==> src/hdl/smt_pkg.sv <==
// package: register map, field positions and timing constants of the timeout detector
package smt_pkg;

   // ==========================================================
   // register indices on the plain register port
   localparam logic [3:0] ADDR_CONTROL     = 4'h0;
   localparam logic [3:0] ADDR_STATUS      = 4'h1;
   localparam logic [3:0] ADDR_DATA_LIMIT  = 4'h2;
   localparam logic [3:0] ADDR_CLOCK_LIMIT = 4'h3;
   localparam logic [3:0] ADDR_MSTR_LIMIT  = 4'h4;
   localparam logic [3:0] ADDR_SLV_LIMIT   = 4'h5;
   localparam logic [3:0] ADDR_BUS_CTRL    = 4'h6;

   // ==========================================================
   // timeout_control fields
   localparam int CTL_AAC  = 6;
   localparam int CTL_TEST = 5;
   localparam int CTL_TOE  = 4;
   localparam int CTL_EXT  = 3;
   localparam int CTL_TS_H = 2;
   localparam int CTL_TS_L = 0;
   localparam logic [7:0] CONTROL_RESET = 8'h00;
   localparam logic [7:0] CONTROL_MASK  = 8'h7F;

   // ==========================================================
   // timeout_status fields
   localparam int ST_DATA  = 3;
   localparam int ST_CLOCK = 2;
   localparam int ST_MSTR  = 1;
   localparam int ST_SLV   = 0;
   localparam logic [3:0] STATUS_RESET = 4'h0;

   // ==========================================================
   // bus control fields: error and transfer flags with enables
   localparam int BC_BER  = 3;
   localparam int BC_BUS_ERROR_IRQ_ENABLE = 2;
   localparam int BC_TRANSFER_DONE_IRQ_ENABLE = 1;
   localparam int BC_INT  = 0;
   localparam logic [3:0] BUS_CTRL_RESET = 4'h0;
   localparam logic [7:0] LIMIT_RESET    = 8'hFF;

   // ==========================================================
   // timing: base tick is T half instruction cycles times 10
   localparam int HALF_CYCLE_CLKS = 1;
   localparam int BASE_DIV        = 10;
   localparam int LINE_DIV        = 20;
   localparam int MSTR_DIV        = 10;
   localparam logic [2:0] TS_OFF  = 3'b000;

endpackage

==> src/hdl/smt_base_tick.sv <==
// module: timeout base tick generator, T half cycles times 10
`timescale 1ns/10ps
`default_nettype none
module smt_base_tick
   import smt_pkg::*;
(
   // clock and reset
   input  wire logic       clk,
   input  wire logic       rst,
   input  wire logic       ce,
   // selection
   input  wire logic [2:0] sel,
   // tick out
   output logic            tick
);
   // ==========================================================
   // state
   typedef struct packed {
      logic [2:0] pre;
      logic [3:0] dec;
      logic       tick;
   } smt_tick_s;

   smt_tick_s cur;
   smt_tick_s next_cur;

   always_comb begin
      next_cur      = cur;
      next_cur.tick = 1'b0;
      if (sel == TS_OFF) begin                                // [RULE5]
         next_cur.pre = 3'h0;
         next_cur.dec = 4'h0;
      end else if (cur.pre >= sel - 3'h1) begin               // [RULE6]
         next_cur.pre = 3'h0;
         if (cur.dec == 4'(BASE_DIV - 1)) begin               // [RULE5]
            next_cur.dec  = 4'h0;
            next_cur.tick = 1'b1;
         end else begin
            next_cur.dec = cur.dec + 4'h1;
         end
      end else begin
         next_cur.pre = cur.pre + 3'h1;
      end
   end

   always_ff @(posedge clk) begin
      if (rst) begin
         cur <= '0;
      end else if (ce) begin
         cur <= next_cur;
      end
   end

   assign tick = cur.tick;
endmodule // smt_base_tick
`default_nettype wire

==> src/hdl/smt_low_counter.sv <==
// module: divided low-time counter with limit-plus-one match
`timescale 1ns/10ps
`default_nettype none
module smt_low_counter
   import smt_pkg::*;
(
   // clock and reset
   input  wire logic       clk,
   input  wire logic       rst,
   input  wire logic       ce,
   // control
   input  wire logic       tick,
   input  wire logic       run,
   input  wire logic       clear,
   input  wire logic       div20,
   input  wire logic [7:0] limit,
   // result
   output logic            hit
);
   // ==========================================================
   // state
   typedef struct packed {
      logic [4:0] div;
      logic [8:0] cnt;
      logic       hit;
   } smt_cnt_s;

   smt_cnt_s cur;
   smt_cnt_s next_cur;
   logic [4:0] div_top;

   always_comb begin
      div_top      = div20 ? 5'(LINE_DIV - 1) : 5'(MSTR_DIV - 1);
      next_cur     = cur;
      next_cur.hit = 1'b0;
      if (clear) begin
         next_cur.div = 5'h0;
         next_cur.cnt = 9'h000;
      end else if (run && tick) begin
         if (cur.div >= div_top) begin
            next_cur.div = 5'h0;
            next_cur.cnt = cur.cnt + 9'h001;
            if (cur.cnt + 9'h001 == {1'b0, limit} + 9'h001) begin
               next_cur.hit = 1'b1;
            end
         end else begin
            next_cur.div = cur.div + 5'h1;
         end
      end
   end

   always_ff @(posedge clk) begin
      if (rst) begin
         cur <= '0;
      end else if (ce) begin
         cur <= next_cur;
      end
   end

   assign hit = cur.hit;
endmodule // smt_low_counter
`default_nettype wire

==> src/hdl/smt_timeout_detector.sv <==
// module: SMBus timeout detector with register port and interrupt lines
// Function
// RULE1 - auto_addr_ack 1 acknowledges matching address; 0 gives no address ack
// RULE2 - software writes 1 to control bit 5 though it resets to 0
// RULE3 - timeout_irq_enable gates timeout request; flags still set
// RULE4 - idle monitor lets detection run outside master or slave mode
// RULE5 - select 000 disables detection; base tick is T half cycles times 10
// RULE6 - select codes 1 to 7 are linear multipliers of half cycle
// RULE7 - data-line timeout sets status bit 3 and may request irq
// RULE8 - clock-line timeout sets status bit 2 and may request irq
// RULE9 - master timeout sets status bit 1 and may request irq
// RULE10 - slave timeout sets status bit 0 and may request irq
// RULE11 - writing 1 to a timeout status flag leaves it unchanged
// RULE12 - software clears a handled timeout flag by writing 0
// RULE13 - data counter counts while pin low, clears high, matches limit plus one
// RULE14 - data counter advances on base tick divided by 20
// RULE15 - clock counter counts while low, divided by 20, matches limit plus one
// RULE16 - master counter accumulates low time, clears on start ack stop exit
// RULE17 - master counter advances on base tick divided by 10
// RULE18 - slave counter accumulates low time by 20, clears on start stop exit
// RULE19 - bus error on stop in master mode or start/stop inside a byte
// RULE20 - bus error flag always sets; irq only with enable; write 0 clears
// RULE21 - transfer done flag always sets; irq only with enable; write 0 clears
// RULE22 - timeout expiry drives separate timeout irq line when enabled
//
// The implementer's own choices: the address-and-strobe port and the register offsets.
`timescale 1ns/10ps
`default_nettype none
module smt_timeout_detector
   import smt_pkg::*;
(
   // clock, reset, enable
   input  wire logic       clk,
   input  wire logic       rst,
   input  wire logic       ce,
   // register port
   input  wire logic [3:0] reg_addr,
   input  wire logic [7:0] reg_wdata,
   input  wire logic       reg_wr,
   input  wire logic       reg_rd,
   output logic [7:0]      reg_rdata,
   // bus lines, sampled
   input  wire logic       data_line_pin,
   input  wire logic       clock_line_pin,
   // events from the byte engine
   input  wire logic       master_mode,
   input  wire logic       slave_mode,
   input  wire logic       start_seen,
   input  wire logic       stop_seen,
   input  wire logic       ack_seen,
   input  wire logic       in_byte,
   input  wire logic       addr_match,
   input  wire logic       transfer_done,
   // outputs to byte engine and cpu
   output logic            addr_ack,
   output logic            bus_halt,
   output logic            transfer_irq_line,
   output logic            bus_error_irq,
   output logic            timeout_irq_line
);
   // ==========================================================
   // state
   typedef struct packed {
      logic [7:0] control;
      logic [3:0] status;
      logic [7:0] data_low_limit;
      logic [7:0] clock_low_limit;
      logic [7:0] master_low_limit;
      logic [7:0] slave_low_limit;
      logic [3:0] bus_ctrl;
      logic [7:0] rdata;
      logic       mstr_q;
      logic       slv_q;
   } smt_state_s;

   smt_state_s cur;
   smt_state_s next_cur;

   logic       tick;
   logic       det_on;
   logic       hit_data;
   logic       hit_clock;
   logic       hit_mstr;
   logic       hit_slv;
   logic [2:0] sel;
   logic       clr_mstr;
   logic       clr_slv;
   logic       bus_err;
   logic       st_wr;
   logic       bc_wr;

   // ==========================================================
   // detection enable and counter clears
   assign sel      = cur.control[CTL_TS_H:CTL_TS_L];
   assign det_on   = (sel != TS_OFF) &&
                     (cur.control[CTL_EXT] ||
                      master_mode || slave_mode);              // [RULE4]
   assign clr_mstr = start_seen || ack_seen || stop_seen ||
                     !master_mode || (cur.mstr_q && !master_mode); // [RULE16]
   assign clr_slv  = start_seen || stop_seen || !slave_mode ||
                     (cur.slv_q && !slave_mode);               // [RULE18]
   assign bus_err  = (stop_seen && master_mode) ||
                     ((start_seen || stop_seen) && in_byte);  // [RULE19]

   // ==========================================================
   // base tick and the four counters
   smt_base_tick u_tick (
      .clk  (clk),
      .rst  (rst),
      .ce   (ce),
      .sel  (sel),
      .tick (tick)
   );

   smt_low_counter u_data (
      .clk   (clk),
      .rst   (rst),
      .ce    (ce),
      .tick  (tick),
      .run   (det_on && !data_line_pin),                      // [RULE13]
      .clear (!det_on || data_line_pin),                      // [RULE13]
      .div20 (1'b1),                                          // [RULE14]
      .limit (cur.data_low_limit),
      .hit   (hit_data)
   );

   smt_low_counter u_clock (
      .clk   (clk),
      .rst   (rst),
      .ce    (ce),
      .tick  (tick),
      .run   (det_on && !clock_line_pin),                     // [RULE15]
      .clear (!det_on || clock_line_pin),                     // [RULE15]
      .div20 (1'b1),                                          // [RULE15]
      .limit (cur.clock_low_limit),
      .hit   (hit_clock)
   );

   smt_low_counter u_mstr (
      .clk   (clk),
      .rst   (rst),
      .ce    (ce),
      .tick  (tick),
      .run   (det_on && !clock_line_pin),                     // [RULE16]
      .clear (!det_on || clr_mstr),                           // [RULE16]
      .div20 (1'b0),                                          // [RULE17]
      .limit (cur.master_low_limit),
      .hit   (hit_mstr)
   );

   smt_low_counter u_slv (
      .clk   (clk),
      .rst   (rst),
      .ce    (ce),
      .tick  (tick),
      .run   (det_on && !clock_line_pin),                     // [RULE18]
      .clear (!det_on || clr_slv),                            // [RULE18]
      .div20 (1'b1),                                          // [RULE18]
      .limit (cur.slave_low_limit),
      .hit   (hit_slv)
   );

   // ==========================================================
   // register writes, flag updates, read data
   assign st_wr = reg_wr && (reg_addr == ADDR_STATUS);
   assign bc_wr = reg_wr && (reg_addr == ADDR_BUS_CTRL);

   always_comb begin
      next_cur        = cur;
      next_cur.mstr_q = master_mode;
      next_cur.slv_q  = slave_mode;
      if (reg_wr) begin
         case (reg_addr)
            ADDR_CONTROL:     next_cur.control = reg_wdata & CONTROL_MASK;
            ADDR_DATA_LIMIT:  next_cur.data_low_limit = reg_wdata;
            ADDR_CLOCK_LIMIT: next_cur.clock_low_limit = reg_wdata;
            ADDR_MSTR_LIMIT:  next_cur.master_low_limit = reg_wdata;
            ADDR_SLV_LIMIT:   next_cur.slave_low_limit = reg_wdata;
            default:          next_cur.control = cur.control;
         endcase
      end
      // writing 0 clears, writing 1 keeps the flag
      if (st_wr) begin
         next_cur.status = cur.status & reg_wdata[3:0];      // [RULE11]
      end
      // set wins over clear
      if (hit_data) begin
         next_cur.status[ST_DATA] = 1'b1;                     // [RULE7]
      end
      if (hit_clock) begin
         next_cur.status[ST_CLOCK] = 1'b1;                    // [RULE8]
      end
      if (hit_mstr) begin
         next_cur.status[ST_MSTR] = 1'b1;                     // [RULE9]
      end
      if (hit_slv) begin
         next_cur.status[ST_SLV] = 1'b1;                      // [RULE10]
      end
      if (bc_wr) begin
         next_cur.bus_ctrl[BC_BUS_ERROR_IRQ_ENABLE] = reg_wdata[BC_BUS_ERROR_IRQ_ENABLE];
         next_cur.bus_ctrl[BC_TRANSFER_DONE_IRQ_ENABLE] = reg_wdata[BC_TRANSFER_DONE_IRQ_ENABLE];
         next_cur.bus_ctrl[BC_BER]  = cur.bus_ctrl[BC_BER] &
                                      reg_wdata[BC_BER];      // [RULE20]
         next_cur.bus_ctrl[BC_INT]  = cur.bus_ctrl[BC_INT] &
                                      reg_wdata[BC_INT];      // [RULE21]
      end
      if (bus_err) begin
         next_cur.bus_ctrl[BC_BER] = 1'b1;                    // [RULE20]
      end
      if (transfer_done) begin
         next_cur.bus_ctrl[BC_INT] = 1'b1;                    // [RULE21]
      end
      next_cur.rdata = 8'h00;
      if (reg_rd) begin
         case (reg_addr)
            ADDR_CONTROL:     next_cur.rdata = cur.control;
            ADDR_STATUS:      next_cur.rdata = {4'h0, cur.status};
            ADDR_DATA_LIMIT:  next_cur.rdata = cur.data_low_limit;
            ADDR_CLOCK_LIMIT: next_cur.rdata = cur.clock_low_limit;
            ADDR_MSTR_LIMIT:  next_cur.rdata = cur.master_low_limit;
            ADDR_SLV_LIMIT:   next_cur.rdata = cur.slave_low_limit;
            ADDR_BUS_CTRL:    next_cur.rdata = {4'h0, cur.bus_ctrl};
            default:          next_cur.rdata = 8'h00;
         endcase
      end
   end

   always_ff @(posedge clk) begin
      if (rst) begin
         cur.control          <= CONTROL_RESET;
         cur.status           <= STATUS_RESET;
         cur.data_low_limit   <= LIMIT_RESET;
         cur.clock_low_limit  <= LIMIT_RESET;
         cur.master_low_limit <= LIMIT_RESET;
         cur.slave_low_limit  <= LIMIT_RESET;
         cur.bus_ctrl         <= BUS_CTRL_RESET;
         cur.rdata            <= 8'h00;
         cur.mstr_q           <= 1'b0;
         cur.slv_q            <= 1'b0;
      end else if (ce) begin
         cur <= next_cur;
      end
   end

   // ==========================================================
   // outputs
   assign reg_rdata = cur.rdata;
   assign addr_ack  = cur.control[CTL_AAC] && addr_match;     // [RULE1]
   assign bus_halt  = cur.bus_ctrl[BC_BER];                   // [RULE19]
   assign bus_error_irq = cur.bus_ctrl[BC_BER] &&
                          cur.bus_ctrl[BC_BUS_ERROR_IRQ_ENABLE];              // [RULE20]
   assign transfer_irq_line = cur.bus_ctrl[BC_INT] &&
                              cur.bus_ctrl[BC_TRANSFER_DONE_IRQ_ENABLE];          // [RULE21]
   assign timeout_irq_line = cur.control[CTL_TOE] &&
                             (sel != TS_OFF) &&
                             (cur.status != 4'h0);            // [RULE3] [RULE22]
endmodule // smt_timeout_detector
`default_nettype wire

==> config.mk <==
export PLATFORM = sky130hd
export DESIGN_NAME = smt_timeout_detector
export DESIGN_NICKNAME = d
export VERILOG_FILES = /design/src/hdl/smt_pkg.sv /design/src/hdl/smt_base_tick.sv /design/src/hdl/smt_low_counter.sv /design/src/hdl/smt_timeout_detector.sv
export SDC_FILE = /design/constraint.sdc
export NUM_CORES = 1
export LEC_CHECK = 0
export BUFFER_PORTS_ARGS = -buffer_cell sky130_fd_sc_hd__buf_2
export CORE_ASPECT_RATIO = 1.4
export CORE_UTILIZATION = 30
export CTS_CLUSTER_DIAMETER = 200
export CTS_CLUSTER_SIZE = 24
export DETAILED_ROUTE_END_ITERATION = 8
export PLACE_DENSITY = 0.42
export SETUP_SLACK_MARGIN = 0.4
export SYNTH_ARGS = -nofsm -noshare
export SYNTH_HDL_FRONTEND = slang
export SYNTH_HIERARCHICAL = 1
export SYNTH_SLANG_ARGS = --single-unit
==> constraint.sdc <==
create_clock -name clk -period 2.45 [get_ports clk]
set_clock_uncertainty 0.1 [all_clocks]
set_input_delay 0.1225 -clock clk [delete_from_list [all_inputs] [get_ports clk]]
set_output_delay 0.1225 -clock clk [all_outputs]
set_load 0.01 [all_outputs]
### After elaboration in Yosys (flattened, before gate mapping)

Cells that the tools add are included.

* word-level logic and storage cells: 179
* flip-flop bits (word level): 125

* $lt $le $gt $ge: 5
* mux-type cells: 40
* equality and inequality tests: 11
* add/subtract/negate cells: 15
* bitwise gates (word level): 3
* reduce and logical (&&, ||, !) cells: 75

Operators with widths (number)
* 2-to-1 mux 15 bit: 4
* 2-to-1 mux 14 bit: 4
* one-hot mux 8 bit (7 select lines): 1
* 2-to-1 mux 10 bit: 4
* adder 8 x 1 -> 9 bit (second input constant): 4
* adder 9 x 1 -> 9 bit (second input constant): 4
* == test 9 bit: 4
* nonzero test 2 bit: 15
* AND reduction 3 bit: 9
* 2-to-1 mux 5 bit: 5
* AND reduction 2 bit: 12
* adder 5 x 1 -> 5 bit (second input constant): 4
* logical AND 1 bit: 16
* 2-to-1 mux 1 bit: 16
* >= comparator 5 bit (second input constant): 3
* logical OR 1 bit: 14
* == test 4 x 3 -> 1 bit (second input constant): 3
* 2-to-1 mux 4 bit: 3
* == test 4 x 2 -> 1 bit (second input constant): 2
* 2-to-1 mux 8 bit: 1
* 2-to-1 mux 7 bit: 1
* >= comparator 5 x 4 -> 1 bit (second input constant): 1
* zero test 1 bit: 5
* adder 4 x 1 -> 4 bit (second input constant): 1
* 12 further kinds: 13

### Longest topological paths before layout

* word-level depth: 7
* depth in mapped cells: 9

### By module

Netlist, hierarchy kept.

Modules (own cells, without submodules)
* smt_low_counter: times used 4, area each 1056.0 sq um, cells each 131
* smt_timeout_detector: times used 1, area each 2615.0 sq um, cells each 297
* smt_base_tick: times used 1, area each 563.0 sq um, cells each 64

### Worst setup path before layout

OpenSTA, ideal clock, no wires.

* kind: register to register
* from: register, netlist name cur[52]
* to: register u_clock/cur[4] (netlist name)
* path slack: 412 ps
* period minus slack after synthesis: 2038 ps
* stages on the path, launching flop included: 10
* arrival time: 1868 ps
* path through: dfxtp_1 nor3_1 or3_1 inv_1 and2_1 and2b_1 nand2_1 nor2_1 nand3b_1 a21oi_1

RTL lines
* to (signal assigned): line smt_low_counter.sv:56 `cur <= next_cur;`
* to (decl): line smt_low_counter.sv:28 `smt_cnt_s cur;`

==> results.sh <==
export IMPL_status="finished, final reports clean"
export IMPL_synth_warning_count=6
export IMPL_async_reset_ff_frac=0
export IMPL_fillerInstances=2472
export IMPL_drv_cap=0
export IMPL_worstPathArrival_ns=2.24
export IMPL_multi_input_area_sq_mm=0.00491
export IMPL_numCtsBuffers=17
export IMPL_synth_edf_count=0
export IMPL_synth_area_sq_mm=0.00740
export IMPL_gp_congestion=0.776
export IMPL_cp_max_fo=4
export IMPL_overflow=0
export IMPL_coreArea_sq_mm=0.0241
export IMPL_dp_hpwl_mm=16.7
export IMPL_grt_pass1_wl_mm=35.4
export IMPL_routed_via_density=5.09
export IMPL_critPathRequiredTime_ns=2.66
export IMPL_htreeDepth=4
export IMPL_power_leakage_nw=3.65
export IMPL_vias=6498
export IMPL_portBuffers=39
export IMPL_grt_pass1_vias=6326
export IMPL_hold_viol=0
export IMPL_r2r_start="cur[50]$_SDFFE_PP0P_"
export IMPL_min_from="rst"
export IMPL_synthTopCellsByArea="dfxtp_1 33%, xnor2_1 9.7%, ha_1 5.4%, a21oi_1 4.1%, nand2_1 3.8%"
export IMPL_critPathCaptureType="register"
export IMPL_tightest_slew_ns=0.598
export IMPL_fin_tns_setup_ns=0
export IMPL_drtIter0Drc=305
export IMPL_initial_core_util=0.308
export IMPL_synthCells=885
export IMPL_synth_avg_cell_area_sq_um=8.36
export IMPL_crit_type="reg2reg"
export IMPL_power_w=0.00514
export IMPL_ff_latch_area_sq_mm=0.00248
export IMPL_r2r_end="u_tick/cur[2]$_SDFFE_PP0P_"
export IMPL_grtUsageTotal=0.185
export IMPL_grt_max_degree=39
export IMPL_rrSetupSlack_ns=0.42
export IMPL_rows=67
export IMPL_fmax_mhz=492
export IMPL_nets=1013
export IMPL_utilization=0.376
export IMPL_cts_tree="yes"
export IMPL_yosysUniqueCellTypes=59
export IMPL_hold_depth=2
export IMPL_ys_ff_latch=123
export IMPL_synth_top_area_frac=0.333
export IMPL_yosysMostFrequentCell="dfxtp_1"
export IMPL_synth_common_cells="123 x dfxtp_1, 82 x xnor2_1, 74 x nand2_1, 72 x nor2_1, 60 x a21oi_1"
export IMPL_start_kind="register"
export IMPL_synth_top_cell_by_area="dfxtp_1"
export IMPL_min_period_ns=2.03
export IMPL_die_width_um=135
export IMPL_synth_flop_cell="dfxtp_1"
export IMPL_clock_latency_ns=0.43
export IMPL_clock_path_buffers=2
export IMPL_wl_per_cell_um=17.9
export IMPL_slew_viol_final=0
export IMPL_ir_drop_mv=0.474
export IMPL_die_h_um=188
export IMPL_timing_slew_headroom=0.601
export IMPL_pin_count=40
export IMPL_synth_yosys_seq_area_share=0.333
export IMPL_r2r_cells=9
export IMPL_antenna_left=0
export IMPL_clkSinkCount=123
export IMPL_whs_endpoint="u_data/cur[1]$_SDFFE_PP0P_"
export IMPL_die_area_sq_mm=0.0253
export IMPL_dr_pass1_iters=5
export IMPL_rsz0062_at_grt="yes"
export IMPL_final_layout_size_suffix_gt1_frac=0.209
export IMPL_powerDensity_mw_per_mm2=567
export IMPL_path_clk_slew_ns=0.06
export IMPL_hp_class="in2reg"
export IMPL_setup_viol=0
export IMPL_routed_wirelength_mm=22.8
export IMPL_period_share=0.830
export IMPL_drc=0
export IMPL_antenna_found_initial=0
export IMPL_syn_to_final_growth_pct=22.3
export IMPL_root_buffer="clkbuf_16"
export IMPL_num_antenna_cells=0
-- where the power goes --
part	internal, W	switching (W)
registers	0.00202	0.0000233
logic	0.000182	0.000268
clock network	0.00163	0.00102
-- metal layers --
metal,wire length (um),track usage
met2,12000,0.338
met3,631,0.0284
met5,0,0
met4,555,0.0691
met1,9580,0.213
-- final cells by class --
| type | count | area share |
|---|---|---|
| Sequential cell | 123 | 0.274 |
| Multi-Input combinational cell | 702 | 0.542 |
| Inverter | 31 | 0.0137 |
| Timing Repair Buffer | 79 | 0.0601 |
| Clock inverter | 14 | 0.0189 |
| Clock buffer | 18 | 0.0485 |
| Tap cell | 310 | 0.0429 |
-- cells in the final DEF, fill, tap and decap left out, types with 12 or more instances in the layout --
master	n
a211o_1	26
a21oi_1	50
and3_2	12
buf_2	38
buf_4	28
clkbuf_16	17
dfxtp_1	111
dfxtp_2	12
ha_1	27
inv_1	28
mux2i_1	21
nand2_1	66
nand3_1	25
nand3b_1	31
nand4_1	29
nor2_1	68
nor2b_1	12
nor3_1	25
o21ai_0	34
xnor2_1	81
xor2_1	21
-- sequential cells by signal, summed over array words and instances (netlist names) --
signal	count
cur	46
u_clock/cur	14
u_data/cur	14
u_mstr/cur	14
u_slv/cur	14
reg_rdata	8
u_tick/cur	7
bus_halt	1
u_clock/hit	1
u_data/hit	1
u_mstr/hit	1
u_slv/hit	1
u_tick/tick	1
-- how the worst max path moves through the flow --
| stage | start | endpoint | depth (start not counted) |
|---|---|---|---|
| 2_1_floorplan | cur[52]$_SDFFE_PP0P_ | u_clock/cur[4]$_SDFFE_PP0P_ | 9 |
| 3_3_place_gp | cur[50]$_SDFFE_PP0P_ | u_clock/hit$_SDFFE_PP0P_ | 9 |
| 3_5_place_dp | cur[50]$_SDFFE_PP0P_ | u_clock/hit$_SDFFE_PP0P_ | 9 |
| 4_1_cts | cur[51]$_SDFFE_PP0P_ | u_slv/cur[8]$_SDFFE_PP0P_ | 8 |
| 5_1_grt | cur[50]$_SDFFE_PP0P_ | u_tick/cur[2]$_SDFFE_PP0P_ | 9 |
| 6_report | cur[50]$_SDFFE_PP0P_ | u_tick/cur[2]$_SDFFE_PP0P_ | 9 |
-- kinds of logic after synthesis --
family,Yosys count,share of synthesized area
XOR/XNOR,103,0.122
AO/OA/AOI/OAI,194,0.169
other,2,0.00101
buffers and inverters,66,0.0406
adder cells (fa/ha/maj),32,0.0541
multiplexers,26,0.0360
flip-flops,123,0.333
AND/OR/NAND/NOR,339,0.245
-- repair_timing --
item                                    4_1_cts  5_1_grt
resized for setup                            32       54
setup buffers                                 3        6
hold buffers                                  9        0
hold endpoints to repair                     23        0
endpoints found under the setup margin       55       64
pin swaps                                     8       39
-- per-stage QoR --
stage                     setup slack [ns]  instances  cell area, sq um  hold WS, ns
final                                0.417       1277              9050       0.0575
after global routing                 0.329       1277              9050       0.0595
after detailed placement           0.00956       1227              8000        0.342
after floorplan                      0.412        891              7420        0.140
after CTS                            0.392       1271              8810       0.0365
after global placement              0.0655       1227              8000        0.337
-- critical path, stage by stage (launching register included) --
cell      delay (ns)
dfxtp_2         0.34
buf_6           0.10
inv_4           0.04
ha_4            0.15
xnor2_2         0.12
ha_1            0.29
a21o_1          0.22
a311oi_2        0.31
nor2_2          0.12
mux2i_1         0.13
(Power assumes the default switching activity.)
